### config.mk
export PLATFORM = sky130hd
export DESIGN_NAME = input_pin_remap_select
export DESIGN_NICKNAME = d
export VERILOG_FILES = /design/src/hw/remap_pin_select.v /design/src/hw/input_pin_remap_select.v
export VERILOG_INCLUDE_DIRS = /design/src /design/src/hw
export SDC_FILE = /design/constraint.sdc
export NUM_CORES = 1
export LEC_CHECK = 0
export BUFFER_PORTS_ARGS = -buffer_cell sky130_fd_sc_hd__buf_2
export CORE_AREA = 2 2 206 208
export DETAILED_ROUTE_END_ITERATION = 6
export DIE_AREA = 0 0 208 210
export GPL_ROUTABILITY_DRIVEN = 0
export PLACE_DENSITY = 0.58
export SKIP_LAST_GASP = 1
export SYNTH_ARGS = -nofsm -noshare
export SYNTH_HDL_FRONTEND = slang
export SYNTH_SLANG_ARGS = --single-unit
### constraint.sdc
create_clock -name mclk -period 2.85 [get_ports mclk]
set_input_delay 0.57 -clock mclk [delete_from_list [all_inputs] [get_ports mclk]]
set_output_delay 0.57 -clock mclk [all_outputs]
set_load 0.02 [all_outputs]
### src/hw/input_remap_map.vh
`ifndef INPUT_REMAP_MAP_VH
`define INPUT_REMAP_MAP_VH

// Register bus geometry
`define REG_ADDR_W          4
`define REG_DATA_W          16

// Register addresses
`define ADDR_LOCK_CONFIG    4'h0
`define ADDR_EXT_IRQ1_SEL   4'h1
`define ADDR_EXT_IRQ2_3_SEL 4'h2
`define ADDR_TIMER1_CK_SEL  4'h3
`define ADDR_CAPTURE1_SEL   4'h4
`define ADDR_CAPTURE2_SEL   4'h5
`define ADDR_CAPTURE3_SEL   4'h6
`define ADDR_CAPTURE4_SEL   4'h7
`define ADDR_CAPTURE5_SEL   4'h8
`define ADDR_CAPTURE6_SEL   4'h9
`define ADDR_UNLOCK_KEY     4'hA
`define ADDR_REMAP_STATUS   4'hB

// Field layout
`define LOCK_BIT            11
`define CODE_W              8
`define CODE_HI_MSB         15
`define CODE_HI_LSB         8
`define CODE_LO_MSB         7
`define CODE_LO_LSB         0
`define STATUS_ARMED_BIT    0
`define STATUS_BLOCKED_BIT  1
`define STATUS_LOCK_BIT     2

// Reset values
`define CODE_RESET          8'h00
`define DATA_ZERO           16'h0000

// Unlock sequence keys
`define UNLOCK_KEY_FIRST    16'h0055
`define UNLOCK_KEY_SECOND   16'h00AA

// Remappable pin set
`define REMAP_PIN_COUNT     32
`define REMAP_PIN_IDX_W     5
`define REMAP_PIN_LAST      9'h020
`define REMAP_CODE_BASE     9'h001
`define FIELD_COUNT         16

`endif

### src/hw/remap_pin_select.v
`timescale 1ns/100ps
`include "input_remap_map.vh"

module remap_pin_select (
  input  wire                          mclk,
  input  wire                          reset_n,
  input  wire [`CODE_W-1:0]            pin_code,
  input  wire [`REMAP_PIN_COUNT-1:0]   pin_level,
  output reg                           routed_level
);

  wire [8:0] pin_index;
  reg        next_routed_level;

  assign pin_index = {1'b0, pin_code} - `REMAP_CODE_BASE;

  always @* begin
    next_routed_level = 1'b0;
    // Code zero and codes past the pin set leave the input parked low
    if (pin_code != `CODE_RESET && {1'b0, pin_code} <= `REMAP_PIN_LAST) begin
      next_routed_level = pin_level[pin_index[`REMAP_PIN_IDX_W-1:0]];
    end
  end

  always @(posedge mclk) begin
    if (!reset_n) begin
      routed_level <= 1'b0;
    end else begin
      routed_level <= next_routed_level;
    end
  end

endmodule // remap_pin_select

### src/hw/input_pin_remap_select.v
// Local design decisions: strobed register access and the placing of the registers.
`timescale 1ns/100ps
`include "input_remap_map.vh"

module input_pin_remap_select (
  input  wire                          mclk,
  input  wire                          reset_n,
  input  wire [`REG_ADDR_W-1:0]        reg_addr,
  input  wire [`REG_DATA_W-1:0]        reg_wdata,
  input  wire                          reg_write,
  input  wire                          reg_read,
  output reg  [`REG_DATA_W-1:0]        reg_rdata,
  input  wire [`REMAP_PIN_COUNT-1:0]   remappable_pin,
  output reg                           remap_lock,
  output wire                          ext_irq1_in,
  output wire                          ext_irq2_in,
  output wire                          ext_irq3_in,
  output wire                          timer1_clock_in,
  output wire                          capture1_in,
  output wire                          capture2_in,
  output wire                          capture3_in,
  output wire                          capture4_in,
  output wire                          capture5_in,
  output wire                          capture6_in,
  output wire                          unit1_timer_clock_in,
  output wire                          unit2_timer_clock_in,
  output wire                          unit3_timer_clock_in,
  output wire                          unit4_timer_clock_in,
  output wire                          unit5_timer_clock_in,
  output wire                          unit6_timer_clock_in
);

  localparam [1:0] UNLOCK_IDLE  = 2'b00;
  localparam [1:0] UNLOCK_FIRST = 2'b01;
  localparam [1:0] UNLOCK_ARMED = 2'b10;

  reg  [1:0]                        unlock_state;
  reg  [1:0]                        next_unlock_state;
  reg                               write_blocked;

  reg  [`CODE_W-1:0]                ext_irq1_pin_code;
  reg  [`CODE_W-1:0]                ext_irq2_pin_code;
  reg  [`CODE_W-1:0]                ext_irq3_pin_code;
  reg  [`CODE_W-1:0]                timer1_clock_pin_code;
  reg  [`CODE_W-1:0]                capture1_pin_code;
  reg  [`CODE_W-1:0]                capture2_pin_code;
  reg  [`CODE_W-1:0]                capture3_pin_code;
  reg  [`CODE_W-1:0]                capture4_pin_code;
  reg  [`CODE_W-1:0]                capture5_pin_code;
  reg  [`CODE_W-1:0]                capture6_pin_code;
  reg  [`CODE_W-1:0]                unit1_timer_clock_pin_code;
  reg  [`CODE_W-1:0]                unit2_timer_clock_pin_code;
  reg  [`CODE_W-1:0]                unit3_timer_clock_pin_code;
  reg  [`CODE_W-1:0]                unit4_timer_clock_pin_code;
  reg  [`CODE_W-1:0]                unit5_timer_clock_pin_code;
  reg  [`CODE_W-1:0]                unit6_timer_clock_pin_code;

  reg  [`REMAP_PIN_COUNT-1:0]       pin_meta;
  reg  [`REMAP_PIN_COUNT-1:0]       pin_sync;

  reg  [`REG_DATA_W-1:0]            next_reg_rdata;
  wire                              selector_addr;
  wire                              selector_write;
  wire                              lock_write;
  wire                              status_write;
  wire                              config_write;
  wire                              key_first_write;
  wire                              key_second_write;
  wire                              lock_armed;
  wire                              selector_refused;
  wire                              config_refused;
  wire                              write_refused;
  wire                              status_clear;
  wire [`FIELD_COUNT*`CODE_W-1:0]   field_codes;
  wire [`FIELD_COUNT-1:0]           routed;

  // Two stages before any logic sees a pin; only the second stage is read
  always @(posedge mclk) begin
    if (!reset_n) begin
      pin_meta <= {`REMAP_PIN_COUNT{1'b0}};
    end else begin
      pin_meta <= remappable_pin;
    end
  end

  always @(posedge mclk) begin
    if (!reset_n) begin
      pin_sync <= {`REMAP_PIN_COUNT{1'b0}};
    end else begin
      pin_sync <= pin_meta;
    end
  end

  assign selector_addr = (reg_addr >= `ADDR_EXT_IRQ1_SEL) && (reg_addr <= `ADDR_CAPTURE6_SEL);
  assign config_write = reg_write && (reg_addr == `ADDR_LOCK_CONFIG);
  assign key_first_write = reg_write && (reg_addr == `ADDR_UNLOCK_KEY) && (reg_wdata == `UNLOCK_KEY_FIRST);
  assign key_second_write = reg_write && (reg_addr == `ADDR_UNLOCK_KEY) && (reg_wdata == `UNLOCK_KEY_SECOND);
  // Arm lasts for exactly one following write
  assign lock_armed = (unlock_state == UNLOCK_ARMED);
  assign selector_write = reg_write && selector_addr && !remap_lock;
  assign lock_write = config_write && lock_armed;
  assign status_write = reg_write && (reg_addr == `ADDR_REMAP_STATUS);

  // Refusals only feed the sticky status flag; the stores never see them
  assign selector_refused = reg_write && selector_addr && remap_lock;
  assign config_refused = config_write && !lock_armed;
  assign write_refused = selector_refused || config_refused;
  assign status_clear = status_write && reg_wdata[`STATUS_BLOCKED_BIT];

  // Unlock sequence: first key, second key, then one write to the config register.
  // Any other write in between, except a repeat of the first key before the second, drops the sequence, so a stray store cannot arm it.
  always @* begin
    next_unlock_state = unlock_state;
    if (reg_write) begin
      case (unlock_state)
        UNLOCK_IDLE: begin
          if (key_first_write) begin
            next_unlock_state = UNLOCK_FIRST;
          end
        end
        UNLOCK_FIRST: begin
          if (key_second_write) begin
            next_unlock_state = UNLOCK_ARMED;
          end else if (key_first_write) begin
            next_unlock_state = UNLOCK_FIRST;
          end else begin
            next_unlock_state = UNLOCK_IDLE;
          end
        end
        UNLOCK_ARMED: begin
          next_unlock_state = UNLOCK_IDLE;
        end
        default: begin
          next_unlock_state = UNLOCK_IDLE;
        end
      endcase
    end
  end

  always @(posedge mclk) begin
    if (!reset_n) begin
      unlock_state <= UNLOCK_IDLE;
    end else begin
      unlock_state <= next_unlock_state;
    end
  end

  // Lock bit; only bit 11 of the written word is kept
  always @(posedge mclk) begin
    if (!reset_n) begin
      remap_lock <= 1'b0;
    end else if (lock_write) begin
      remap_lock <= reg_wdata[`LOCK_BIT];
    end
  end

  // Sticky record of a refused write; a new refusal beats the clear
  always @(posedge mclk) begin
    if (!reset_n) begin
      write_blocked <= 1'b0;
    end else if (write_refused) begin
      write_blocked <= 1'b1;
    end else if (status_clear) begin
      write_blocked <= 1'b0;
    end
  end

  // Selector fields; a refused write touches nothing
  always @(posedge mclk) begin
    if (!reset_n) begin
      ext_irq1_pin_code          <= `CODE_RESET;
      ext_irq2_pin_code          <= `CODE_RESET;
      ext_irq3_pin_code          <= `CODE_RESET;
      timer1_clock_pin_code      <= `CODE_RESET;
      capture1_pin_code          <= `CODE_RESET;
      capture2_pin_code          <= `CODE_RESET;
      capture3_pin_code          <= `CODE_RESET;
      capture4_pin_code          <= `CODE_RESET;
      capture5_pin_code          <= `CODE_RESET;
      capture6_pin_code          <= `CODE_RESET;
      unit1_timer_clock_pin_code <= `CODE_RESET;
      unit2_timer_clock_pin_code <= `CODE_RESET;
      unit3_timer_clock_pin_code <= `CODE_RESET;
      unit4_timer_clock_pin_code <= `CODE_RESET;
      unit5_timer_clock_pin_code <= `CODE_RESET;
      unit6_timer_clock_pin_code <= `CODE_RESET;
    end else if (selector_write) begin
      case (reg_addr)
        `ADDR_EXT_IRQ1_SEL: begin
          ext_irq1_pin_code <= reg_wdata[`CODE_HI_MSB:`CODE_HI_LSB];
        end
        `ADDR_EXT_IRQ2_3_SEL: begin
          ext_irq3_pin_code <= reg_wdata[`CODE_HI_MSB:`CODE_HI_LSB];
          ext_irq2_pin_code <= reg_wdata[`CODE_LO_MSB:`CODE_LO_LSB];
        end
        `ADDR_TIMER1_CK_SEL: begin
          timer1_clock_pin_code <= reg_wdata[`CODE_HI_MSB:`CODE_HI_LSB];
        end
        `ADDR_CAPTURE1_SEL: begin
          capture1_pin_code          <= reg_wdata[`CODE_HI_MSB:`CODE_HI_LSB];
          unit1_timer_clock_pin_code <= reg_wdata[`CODE_LO_MSB:`CODE_LO_LSB];
        end
        `ADDR_CAPTURE2_SEL: begin
          capture2_pin_code          <= reg_wdata[`CODE_HI_MSB:`CODE_HI_LSB];
          unit2_timer_clock_pin_code <= reg_wdata[`CODE_LO_MSB:`CODE_LO_LSB];
        end
        `ADDR_CAPTURE3_SEL: begin
          capture3_pin_code          <= reg_wdata[`CODE_HI_MSB:`CODE_HI_LSB];
          unit3_timer_clock_pin_code <= reg_wdata[`CODE_LO_MSB:`CODE_LO_LSB];
        end
        `ADDR_CAPTURE4_SEL: begin
          capture4_pin_code          <= reg_wdata[`CODE_HI_MSB:`CODE_HI_LSB];
          unit4_timer_clock_pin_code <= reg_wdata[`CODE_LO_MSB:`CODE_LO_LSB];
        end
        `ADDR_CAPTURE5_SEL: begin
          capture5_pin_code          <= reg_wdata[`CODE_HI_MSB:`CODE_HI_LSB];
          unit5_timer_clock_pin_code <= reg_wdata[`CODE_LO_MSB:`CODE_LO_LSB];
        end
        `ADDR_CAPTURE6_SEL: begin
          capture6_pin_code          <= reg_wdata[`CODE_HI_MSB:`CODE_HI_LSB];
          unit6_timer_clock_pin_code <= reg_wdata[`CODE_LO_MSB:`CODE_LO_LSB];
        end
        default: begin
          ext_irq1_pin_code <= ext_irq1_pin_code;
        end
      endcase
    end
  end

  // Read path; unimplemented halves and unmapped addresses give zero
  always @* begin
    next_reg_rdata = `DATA_ZERO;
    case (reg_addr)
      `ADDR_LOCK_CONFIG: begin
        next_reg_rdata[`LOCK_BIT] = remap_lock;
      end
      `ADDR_EXT_IRQ1_SEL: begin
        next_reg_rdata[`CODE_HI_MSB:`CODE_HI_LSB] = ext_irq1_pin_code;
      end
      `ADDR_EXT_IRQ2_3_SEL: begin
        next_reg_rdata = {ext_irq3_pin_code, ext_irq2_pin_code};
      end
      `ADDR_TIMER1_CK_SEL: begin
        next_reg_rdata[`CODE_HI_MSB:`CODE_HI_LSB] = timer1_clock_pin_code;
      end
      `ADDR_CAPTURE1_SEL: begin
        next_reg_rdata = {capture1_pin_code, unit1_timer_clock_pin_code};
      end
      `ADDR_CAPTURE2_SEL: begin
        next_reg_rdata = {capture2_pin_code, unit2_timer_clock_pin_code};
      end
      `ADDR_CAPTURE3_SEL: begin
        next_reg_rdata = {capture3_pin_code, unit3_timer_clock_pin_code};
      end
      `ADDR_CAPTURE4_SEL: begin
        next_reg_rdata = {capture4_pin_code, unit4_timer_clock_pin_code};
      end
      `ADDR_CAPTURE5_SEL: begin
        next_reg_rdata = {capture5_pin_code, unit5_timer_clock_pin_code};
      end
      `ADDR_CAPTURE6_SEL: begin
        next_reg_rdata = {capture6_pin_code, unit6_timer_clock_pin_code};
      end
      `ADDR_REMAP_STATUS: begin
        next_reg_rdata[`STATUS_ARMED_BIT]   = lock_armed;
        next_reg_rdata[`STATUS_BLOCKED_BIT] = write_blocked;
        next_reg_rdata[`STATUS_LOCK_BIT]    = remap_lock;
      end
      default: begin
        next_reg_rdata = `DATA_ZERO;
      end
    endcase
  end

  // Data stand only in the cycle after the read strobe
  always @(posedge mclk) begin
    if (!reset_n) begin
      reg_rdata <= `DATA_ZERO;
    end else if (reg_read) begin
      reg_rdata <= next_reg_rdata;
    end else begin
      reg_rdata <= `DATA_ZERO;
    end
  end

  assign field_codes = {unit6_timer_clock_pin_code,
                        unit5_timer_clock_pin_code,
                        unit4_timer_clock_pin_code,
                        unit3_timer_clock_pin_code,
                        unit2_timer_clock_pin_code,
                        unit1_timer_clock_pin_code,
                        capture6_pin_code,
                        capture5_pin_code,
                        capture4_pin_code,
                        capture3_pin_code,
                        capture2_pin_code,
                        capture1_pin_code,
                        timer1_clock_pin_code,
                        ext_irq3_pin_code,
                        ext_irq2_pin_code,
                        ext_irq1_pin_code};

  // One registered pin picker per peripheral input
  genvar field;
  generate
    for (field = 0; field < `FIELD_COUNT; field = field + 1) begin : route
      remap_pin_select picker (
        .mclk         (mclk),
        .reset_n      (reset_n),
        .pin_code     (field_codes[field*`CODE_W +: `CODE_W]),
        .pin_level    (pin_sync),
        .routed_level (routed[field])
      );
    end
  endgenerate

  // Peripheral inputs in field order, index as in field_codes
  assign ext_irq1_in          = routed[0];
  assign ext_irq2_in          = routed[1];
  assign ext_irq3_in          = routed[2];
  assign timer1_clock_in      = routed[3];
  assign capture1_in          = routed[4];
  assign capture2_in          = routed[5];
  assign capture3_in          = routed[6];
  assign capture4_in          = routed[7];
  assign capture5_in          = routed[8];
  assign capture6_in          = routed[9];
  assign unit1_timer_clock_in = routed[10];
  assign unit2_timer_clock_in = routed[11];
  assign unit3_timer_clock_in = routed[12];
  assign unit4_timer_clock_in = routed[13];
  assign unit5_timer_clock_in = routed[14];
  assign unit6_timer_clock_in = routed[15];

endmodule // input_pin_remap_select

; Word-level counts from Yosys, hierarchy flattened
; Cells that the tools add are included.
[classes]
add_sub_neg = 16
n_eq_ne = 16
n_reduce_logical = 77
n_mux = 43
n_lt_le_gt_ge = 34
[ops]
columns = operator, n
row1 = "less-or-equal comparator 8 x 6 -> 1 bit, second input constant", 16
row2 = nonzero test 8 bit, 16
row3 = "less-than comparator 5 x 6 -> 1 bit, second input constant", 16
row4 = binary-select mux 1 bit (select 5 bit), 16
row5 = "subtractor 5 x 1 -> 5 bit, second input constant", 16
row6 = AND reduction 2 bit, 27
row7 = one-hot mux 4 bit (9 select lines), 1
row8 = one-hot mux 5 bit (7 select lines), 1
row9 = logical AND 1 bit, 28
row10 = one-hot mux 3 bit (9 select lines), 1
row11 = one-hot mux 3 bit (8 select lines), 1
row12 = two-way mux 1 bit, 19
row13 = "equality test 16 x 7 -> 1 bit, second input constant", 1
row14 = "equality test 16 x 8 -> 1 bit, second input constant", 1
row15 = "equality test 4 x 3 -> 1 bit, second input constant", 4
row16 = "equality test 4 bit, second input constant", 4
row17 = one-hot mux 1 bit (10 select lines), 1
row18 = "equality test 4 x 2 -> 1 bit, second input constant", 2
row19 = "equality test 4 x 1 -> 1 bit, second input constant", 1
row20 = "greater-or-equal comparator 4 x 1 -> 1 bit, second input constant", 1
row21 = "less-or-equal comparator 4 bit, second input constant", 1
row22 = zero test 4 bit, 1
row23 = two-way mux 2 bit, 2
row24 = one-hot mux 2 bit (2 select lines), 1
row25 = 7 further kinds, 8
[word_totals]
in_bits = 56
output_inout_bits = 33
regBits = 228
elab_cells = 224

; Logic depth before layout (Yosys ltp)
; Gate-level depths: netlist (run 1).
[depth]
ltp_word = 6
ltp_mapped = 10
depth_no_buf = 7

; Modules after synthesis
; Synthesis (run 1) repeated with hierarchy kept, for this count alone.
[hier_totals]
cells_unflattened = 1706
hier_area_um2 = 16503.3
[by_module_without_submodules]
columns = mod, area_per_inst_um2, seq_area_each_um2, cells_per_inst, n_inst
row1 = input_pin_remap_select, 8325.5, 4244.1, 910, 1
row2 = remap_pin_select at route[0].picker ..., 528.0, 20.0, 49, 10
row3 = remap_pin_select at route[4].picker ..., 483.0, 20.0, 51, 6

; Worst setup path before layout (run 1)
; No wires, ideal clock.
[synth_path]
path_kind = register to register
from = reg unit4_timer_clock_pin_code[0]
to = reg route[13].picker.routed_level
required_time_ps = 2755
n_path_buf = 3
synth_period_minus_slack_ps = 2070
setup_slack_ps = 780
setup_ps = 95
path_stages_with_launch = 10
arrival_ps = 1975
path_cell_list = dfxtp_1 -> buf_2 -> buf_6 -> inv_1 -> ha_1 -> clkbuf_1 -> mux4_2 -> mux2i_1 -> o31a_1 -> a221oi_1
[synth_via]
elab_chain_len = 3
elab_cells_between_ends = 7
cone_classes = add/sub: 1 / order compare: 1 / mux: 2 / reduce/logical: 3
[synth_lines]
columns = element, line_no
row1 = from (decl), input_pin_remap_select.v:54  ; reg [`CODE_W-1:0] unit4_timer_clock_pin_code;
row2 = from (signal assigned), input_pin_remap_select.v:184  ; unit4_timer_clock_pin_code <= `CODE_RESET;
row3 = from (signal assigned), input_pin_remap_select.v:213  ; unit4_timer_clock_pin_code <= reg_wdata[`CODE_LO_MSB:`CODE_LO_LSB];
row4 = "subtractor 5 x 1 -> 5 bit (no line), or another cell as far along", --
row5 = binary-select mux 1 bit (select 5 bit) / logical AND 1 bit (equally long branches), --
row6 = two-way mux 1 bit / AND reduction 2 bit (equally long branches), --
row7 = to (signal assigned), remap_pin_select.v:29  ; routed_level <= next_routed_level;
row8 = to (decl), remap_pin_select.v:9  ; output reg routed_level
; Parallel ways exist; a longest one is shown, timed or not. The select of a mux whose other input is x is not followed.
; A chain may end at the register's enable or synchronous reset.

; Worst setup path after layout (run 1)
[layout_path]
from = reg unit2_timer_clock_pin_code[1]
to = reg route[11].picker.routed_level
[layout_via]
elab_chain_len = 3
elab_cells_between_ends = 7
cone_classes = add/sub: 1 / order compare: 1 / mux: 2 / reduce/logical: 3
[layout_lines]
columns = element, line_no
row1 = from (decl), input_pin_remap_select.v:52  ; reg [`CODE_W-1:0] unit2_timer_clock_pin_code;
row2 = from (signal assigned), input_pin_remap_select.v:182  ; unit2_timer_clock_pin_code <= `CODE_RESET;
row3 = from (signal assigned), input_pin_remap_select.v:205  ; unit2_timer_clock_pin_code <= reg_wdata[`CODE_LO_MSB:`CODE_LO_LSB];
row4 = "subtractor 5 x 1 -> 5 bit (no line), or another cell as far along", --
row5 = binary-select mux 1 bit (select 5 bit) / logical AND 1 bit (equally long branches), --
row6 = two-way mux 1 bit / AND reduction 2 bit (equally long branches), --
row7 = to (signal assigned), remap_pin_select.v:29
row8 = to (decl), remap_pin_select.v:9
; Parallel ways exist; a longest one is shown, timed or not. The select of a mux whose other input is x is not followed.

==> flow_summary.json, run 1 <==
{
  "multi_input_area_um2": 10430,
  "cts_buffer_depth": 3,
  "synth_cell_types": 54,
  "drtAntennaViolNets": 0,
  "fin_cells": 2294,
  "vias_per_cell": 6.332,
  "grt_overflow": 0,
  "crit_path_end_kind": "flip-flop",
  "synth_warnings": 0,
  "dpl.hpwl_um": 40150,
  "fin_ws_ns": 0.3369,
  "slew_headroom_pct": 46.11,
  "cts_setup_buffers": 0,
  "wl_met2_um": 25840,
  "met3_length_um": 5816,
  "clk_pin_slew_ns": 0.06,
  "wire_per_inst_um": 25.17,
  "cp_max_fo": 6,
  "dieArea_um2": 43680,
  "final-seq-area_um2": 4564,
  "skew_ns": 0.01910,
  "dp_slack_ns": 0.2970,
  "clock-sinks": 228,
  "period_share_pct": 88.18,
  "grt_pass1_vias": 13900,
  "cts_buffers": 27,
  "nets": 1805,
  "synthArstFlopShare_pct": 0,
  "worst_pin_slew_ns": 0.8072,
  "hold_class": "input port to flip-flop",
  "cts.htree.levels": 1,
  "slew_violations": 0,
  "wl_met1_um": 23370,
  "crit_required_ns": 3.37,
  "cts_tree": "built",
  "worstSetupStartpointType": "flip-flop",
  "synth_edf_count": 0,
  "p_total_w": 0.008199,
  "clk_latency_ns": 0.58,
  "num-fill-cells": 4043,
  "maxCapViolations": 0,
  "top_layer": "met4",
  "synthCells": 1751,
  "vias": 14530,
  "syn2layout_area_growth_pct": 10.63,
  "die_h_um": 210,
  "avgSynthCellArea_um2": 9.324,
  "drt_pass1_iterations": 7,
  "ys_ff_latch": 228,
  "synthesis.nets": 1823,
  "post_dp_cell_area_um2": 17040,
  "portBuffers": 88,
  "crit_type": "flip-flop to flip-flop",
  "grt_pass1_wl_um": 86630,
  "wl_um": 57740,
  "core-area_um2": 41480,
  "irDropWorstVdd_mv": 0.4367,
  "setup_violations": 0,
  "critPathSlowestCell": "a221oi_1",
  "p_leak_nw": 6.096,
  "synth-main-ff-cell": "dfxtp_1",
  "fp.dieW_um": 208,
  "fin_area_um2": 18060,
  "fmax_mhz": 397.9,
  "drive_gt1_share_pct": 21.91,
  "drt_iter0_markers": 1879,
  "grt_max_degree": 88,
  "setup_tns_ns": 0,
  "period_needed_ns": 2.513,
  "ctsHoldBuffers": 0,
  "rsz0062_at_grt": "false",
  "ioPinCount": 89,
  "row_count": 75,
  "antenna_found_initial": 1,
  "track_usage_pct": 25.86,
  "dp_cells": 2243,
  "root_buffer": "clkbuf_16",
  "yosysSeqAreaShare_pct": 27.96,
  "max_stage_delay_ns": 0.48,
  "synthesis.area_um2": 16330,
  "status": "finished, final reports clean",
  "cts_resized": 0,
  "p_per_area_nw_per_um2": 453.9,
  "cp.arrival_ns": 3.03,
  "drc": 0,
  "path_cells": "inv_1 > ha_1 > xnor2_1 > mux2i_1 > o31a_1 > a221oi_1 > buf_4",
  "hold_viol_final": 0,
  "initial_utilization_pct": 39.36
}
-- synth_stat cells, drive strengths merged (18+ instances only) --
| cell | instances | share of area [%] |
|---|---|---|
| xnor2 | 33 | 1.8 |
| o31a | 34 | 1.8 |
| o211ai | 48 | 2.2 |
| a21oi | 21 | 0.64 |
| nand2 | 166 | 4.1 |
| nand3 | 135 | 4.2 |
| o21ai | 66 | 2.0 |
| nand4 | 18 | 0.69 |
| mux4 | 128 | 18 |
| mux2i | 70 | 4.3 |
| nor3 | 40 | 1.4 |
| a221oi | 36 | 1.9 |
| nor2b | 58 | 2.2 |
| inv | 52 | 1.2 |
| nor4 | 19 | 2.2 |
| clkbuf | 125 | 2.9 |
| nand2b | 25 | 0.96 |
| a21boi | 112 | 5.1 |
| dfxtp | 228 | 28 |
| a22oi | 24 | 1.1 |
| buf | 93 | 4.2 |
| and2 | 83 | 3.2 |
| nor2 | 46 | 1.1 |
-- flip-flops by register name, indices dropped and copies added, names as in the netlist, 16 cells and up --
| register | count |
|---|---|
| route.picker.routed_level | 16 |
| reg_rdata | 16 |
| pin_sync | 32 |
| pin_meta | 32 |
-- final timing paths --
check / from / endpoint / slack (ns) / cells after the start
max reg2reg: unit2_timer_clock_pin_code[1]$_SDFFE_PN0P_ / route[11].picker.routed_level$_SDFF_PN0_ / 0.34 / 7
max: unit2_timer_clock_pin_code[1]$_SDFFE_PN0P_ / route[11].picker.routed_level$_SDFF_PN0_ / 0.34 / 7
min reg2reg: pin_meta[24]$_SDFF_PN0_ / pin_sync[24]$_SDFF_PN0_ / 0.43 / 1
min: remappable_pin[2] / pin_meta[2]$_SDFF_PN0_ / 0.20 / 2
-- cell type report --
type	instances	area share, %
diodes	2	0.02771
clock buffers	33	4.142
clock inverters	16	1.475
inverters	52	1.081
multi-input cells	1253	57.74
flip-flops and latches	228	25.27
well taps	539	3.734
repair buffers	171	6.525
-- stage by stage --
step                hold slack (ns)  utilization [%]
finish                       0.1998            43.55
global route                 0.1952            43.54
CTS                          0.1854            43.54
detailed placement           0.4169            41.09
global placement             0.4132            41.09
floorplan                    0.4119                -
-- metal layers --
layer | track usage [%] | vias to the layer above
met5 | 0 | -
met4 | 12.13 | 0
met3 | 4.306 | 170
met2 | 40.61 | 819
met1 | 34.88 | 7132
li1 | - | 6404
-- cells by family after synthesis --
| kind of cell | synth area share (%) |
|---|---|
| simple gates | 20.69 |
| compound gates | 17.22 |
| buf+inv | 8.330 |
| flops | 27.96 |
| mux | 21.95 |
| xor+xnor | 2.629 |
| fa+ha+maj | 1.226 |
-- worst max-delay path, delay by kind of cell (launching register included) --
kind / cells / cell delay, ns
flip-flops: 1 / 0.45
buffers and inverters: 2 / 0.37
AO/OA/AOI/OAI: 2 / 0.75
adder cells (fa/ha/maj): 1 / 0.30
multiplexers: 1 / 0.15
XOR/XNOR: 1 / 0.43
-- power by group --
part | internal, W | switching [W]
Combinational | 0.000366 | 0.000510
Sequential | 0.00325 | 0.0000950
Clock | 0.00243 | 0.00155
-- layout by cell type (no fill, tap or decap), types with 42 or more instances in the layout --
| cell type | instances |
|---|---|
| a21boi_1 | 110 |
| o21ai_0 | 66 |
| mux2i_1 | 70 |
| nor2_1 | 42 |
| nand2_1 | 159 |
| and2_1 | 83 |
| nor2b_1 | 58 |
| dfxtp_1 | 228 |
| nand3_1 | 133 |
| mux4_2 | 128 |
| o211ai_1 | 48 |
| buf_2 | 87 |
| buf_4 | 75 |
| inv_1 | 52 |
No activity file was read; power rests on OpenSTA's default activity.
==> run 2: changes to the inputs <==
--- a/config.mk
+++ b/config.mk
@@ -6,12 +6,12 @@
 export SDC_FILE = /design/constraint.sdc
 export NUM_CORES = 1
 export LEC_CHECK = 0
-export BUFFER_PORTS_ARGS = -buffer_cell sky130_fd_sc_hd__buf_2
 export CORE_AREA = 2 2 206 208
 export DETAILED_ROUTE_END_ITERATION = 6
 export DIE_AREA = 0 0 208 210
+export DONT_BUFFER_PORTS = 1
 export GPL_ROUTABILITY_DRIVEN = 0
-export PLACE_DENSITY = 0.58
+export PLACE_DENSITY = 0.56
 export SKIP_LAST_GASP = 1
 export SYNTH_ARGS = -nofsm -noshare
 export SYNTH_HDL_FRONTEND = slang
==> flow_summary.json, run 2 (synthesis gave the netlist of run 1 again) <==
{
  "status": "finished, final reports clean",
  "slew_violations": 0,
  "drc": 0,
  "final_common_cell": "dfxtp_1",
  "wire_per_inst_um": 26.10,
  "core-area_um2": 41480,
  "track_usage_pct": 25.91,
  "r2r_end": "route[2].picker.routed_level$_SDFF_PN0_",
  "fmax_mhz": 390.0,
  "rr_startpoint": "ext_irq3_pin_code[1]$_SDFFE_PN0P_",
  "crit_type": "flip-flop to flip-flop",
  "top_regs": "pin_meta (32), pin_sync (32)",
  "p_total_w": 0.007956,
  "worstSetupStartpointType": "flip-flop",
  "ctsHoldBuffers": 0,
  "wl_um": 57710,
  "power_frac_comb_pct": 8.9,
  "nets": 1724,
  "p_seq_share_pct": 42.2,
  "clock-sinks": 228,
  "hp-start": "remappable_pin[5]",
  "cts_resized": 0,
  "cts_setup_buffers": 0,
  "antenna_found_initial": 0,
  "holdPathStages": 1,
  "num-fill-cells": 4028,
  "p_leak_nw": 5.714,
  "cts_buffer_depth": 3,
  "slew_headroom_pct": 46.23,
  "crit_required_ns": 3.38,
  "drt_pass1_iterations": 6,
  "setup_violations": 0,
  "pwr-share-clk_pct": 49.0,
  "p_int_w": 0.005978,
  "critPathSlowestCell": "ha_1",
  "final_cell_mix": "dfxtp_1 (228), nand2_1 (159), nand3_1 (133)",
  "crit_path_end_kind": "flip-flop",
  "p_per_area_nw_per_um2": 451.5,
  "dpl.hpwl_um": 40690,
  "drtAntennaViolNets": 0,
  "max_stage_delay_ns": 0.57,
  "critPathLaunch": "ext_irq3_pin_code[1]$_SDFFE_PN0P_",
  "grt_overflow": 0,
  "worst_pin_slew_ns": 0.8049,
  "irDropWorstVdd_mv": 0.3738,
  "p_sw_share_pct": 24.86,
  "multi_input_area_um2": 10430,
  "fp.dieW_um": 208,
  "clk_latency_ns": 0.59,
  "row_count": 75,
  "grt_pass1_vias": 13580,
  "drt_iter0_markers": 1798,
  "vias_per_cell": 6.417,
  "initial_utilization_pct": 39.36,
  "rsz0062_at_grt": "false",
  "maxCapViolations": 0,
  "die_h_um": 210,
  "rrSetupSlack_ns": 0.29,
  "cts.htree.levels": 1,
  "dieArea_um2": 43680,
  "drive_gt1_share_pct": 17.88,
  "portBuffers": 0,
  "grt_max_degree": 216,
  "fin_cells": 2211,
  "dp_cells": 2162,
  "path_cells": "inv_1 > ha_1 > mux4_2 > mux2i_1 > o31a_1 > a221oi_1 > buf_4",
  "grt_pass1_wl_um": 86350,
  "whs_endpoint": "pin_meta[5]$_SDFF_PN0_",
  "period_share_pct": 89.97,
  "final-seq-area_um2": 4564,
  "cts_tree": "built",
  "vias": 14190,
  "ff2ff_path_depth": 7,
  "hold_viol_final": 0,
  "cts_buffers": 27,
  "root_buffer": "clkbuf_16",
  "switchingPower_w": 0.001978,
  "clk_pin_slew_ns": 0.07,
  "syn2layout_area_growth_pct": 7.932,
  "hold_class": "input port to flip-flop",
  "setup_tns_ns": 0,
  "cp_max_fo": 8,
  "period_needed_ns": 2.564,
  "skew_ns": 0.04184,
  "ioPinCount": 89,
  "cp.arrival_ns": 3.10,
  "antenna_cells": 0
}
run 2: metal layers:
layer,global-route usage [%],up-vias,wire (um),part of all wire (%)
met4,13.70,0,3344,5.8
met5,0,-,0,0
li1,-,6254,-,-
met2,41.14,763,26080,45
met1,33.68,6962,22920,40
met3,4.842,208,5372,9.3
run 2: power groups by stage:
stage	Clock [W]	Sequential (W)	Combinational, W
after floorplan	0	0.00335	0.000608
after global placement	0	0.00342	0.000685
after detailed placement	0	0.00342	0.000691
after CTS	0.00397	0.00335	0.000693
after global routing	0.00410	0.00336	0.000747
final	0.00390	0.00335	0.000705
run 2: area by class of cell:
class | count | area share, %
Clock inverter | 10 | 1.157
Clock buffer | 39 | 4.487
Timing Repair Buffer | 90 | 4.331
Tap cell | 539 | 3.827
Inverter | 52 | 1.108
Sequential cell | 228 | 25.90
Multi-Input combinational cell | 1253 | 59.19
run 2: per-stage QoR:
stage	hold slack, ns	utilization [%]	instance area (um2)	worst slack [ns]
2_1_floorplan	0.4119	-	16330	0.7797
3_3_place_gp	0.4147	40.09	16630	0.3748
3_5_place_dp	0.4191	40.09	16630	0.3556
4_1_cts	0.07476	42.49	17620	0.3184
5_1_grt	0.08787	42.49	17620	0.1949
6_report	0.1003	42.49	17620	0.2858
run 2: worst max-delay path by stage:
stage	endpoint	depth (start not counted)
after CTS	route[2].picker.routed_level$_SDFF_PN0_	7
final	route[2].picker.routed_level$_SDFF_PN0_	7
after floorplan	route[13].picker.routed_level$_SDFF_PN0_	9
after global placement	route[2].picker.routed_level$_SDFF_PN0_	8
after global routing	route[2].picker.routed_level$_SDFF_PN0_	8
after detailed placement	route[2].picker.routed_level$_SDFF_PN0_	7
run 2: worst max-delay path: cells and delay by family (launching register included):
family	cells	cell delay (ns)
compound gates	2	0.68
flops	1	0.56
fa+ha+maj	1	0.57
buf+inv	2	0.31
mux	2	0.39
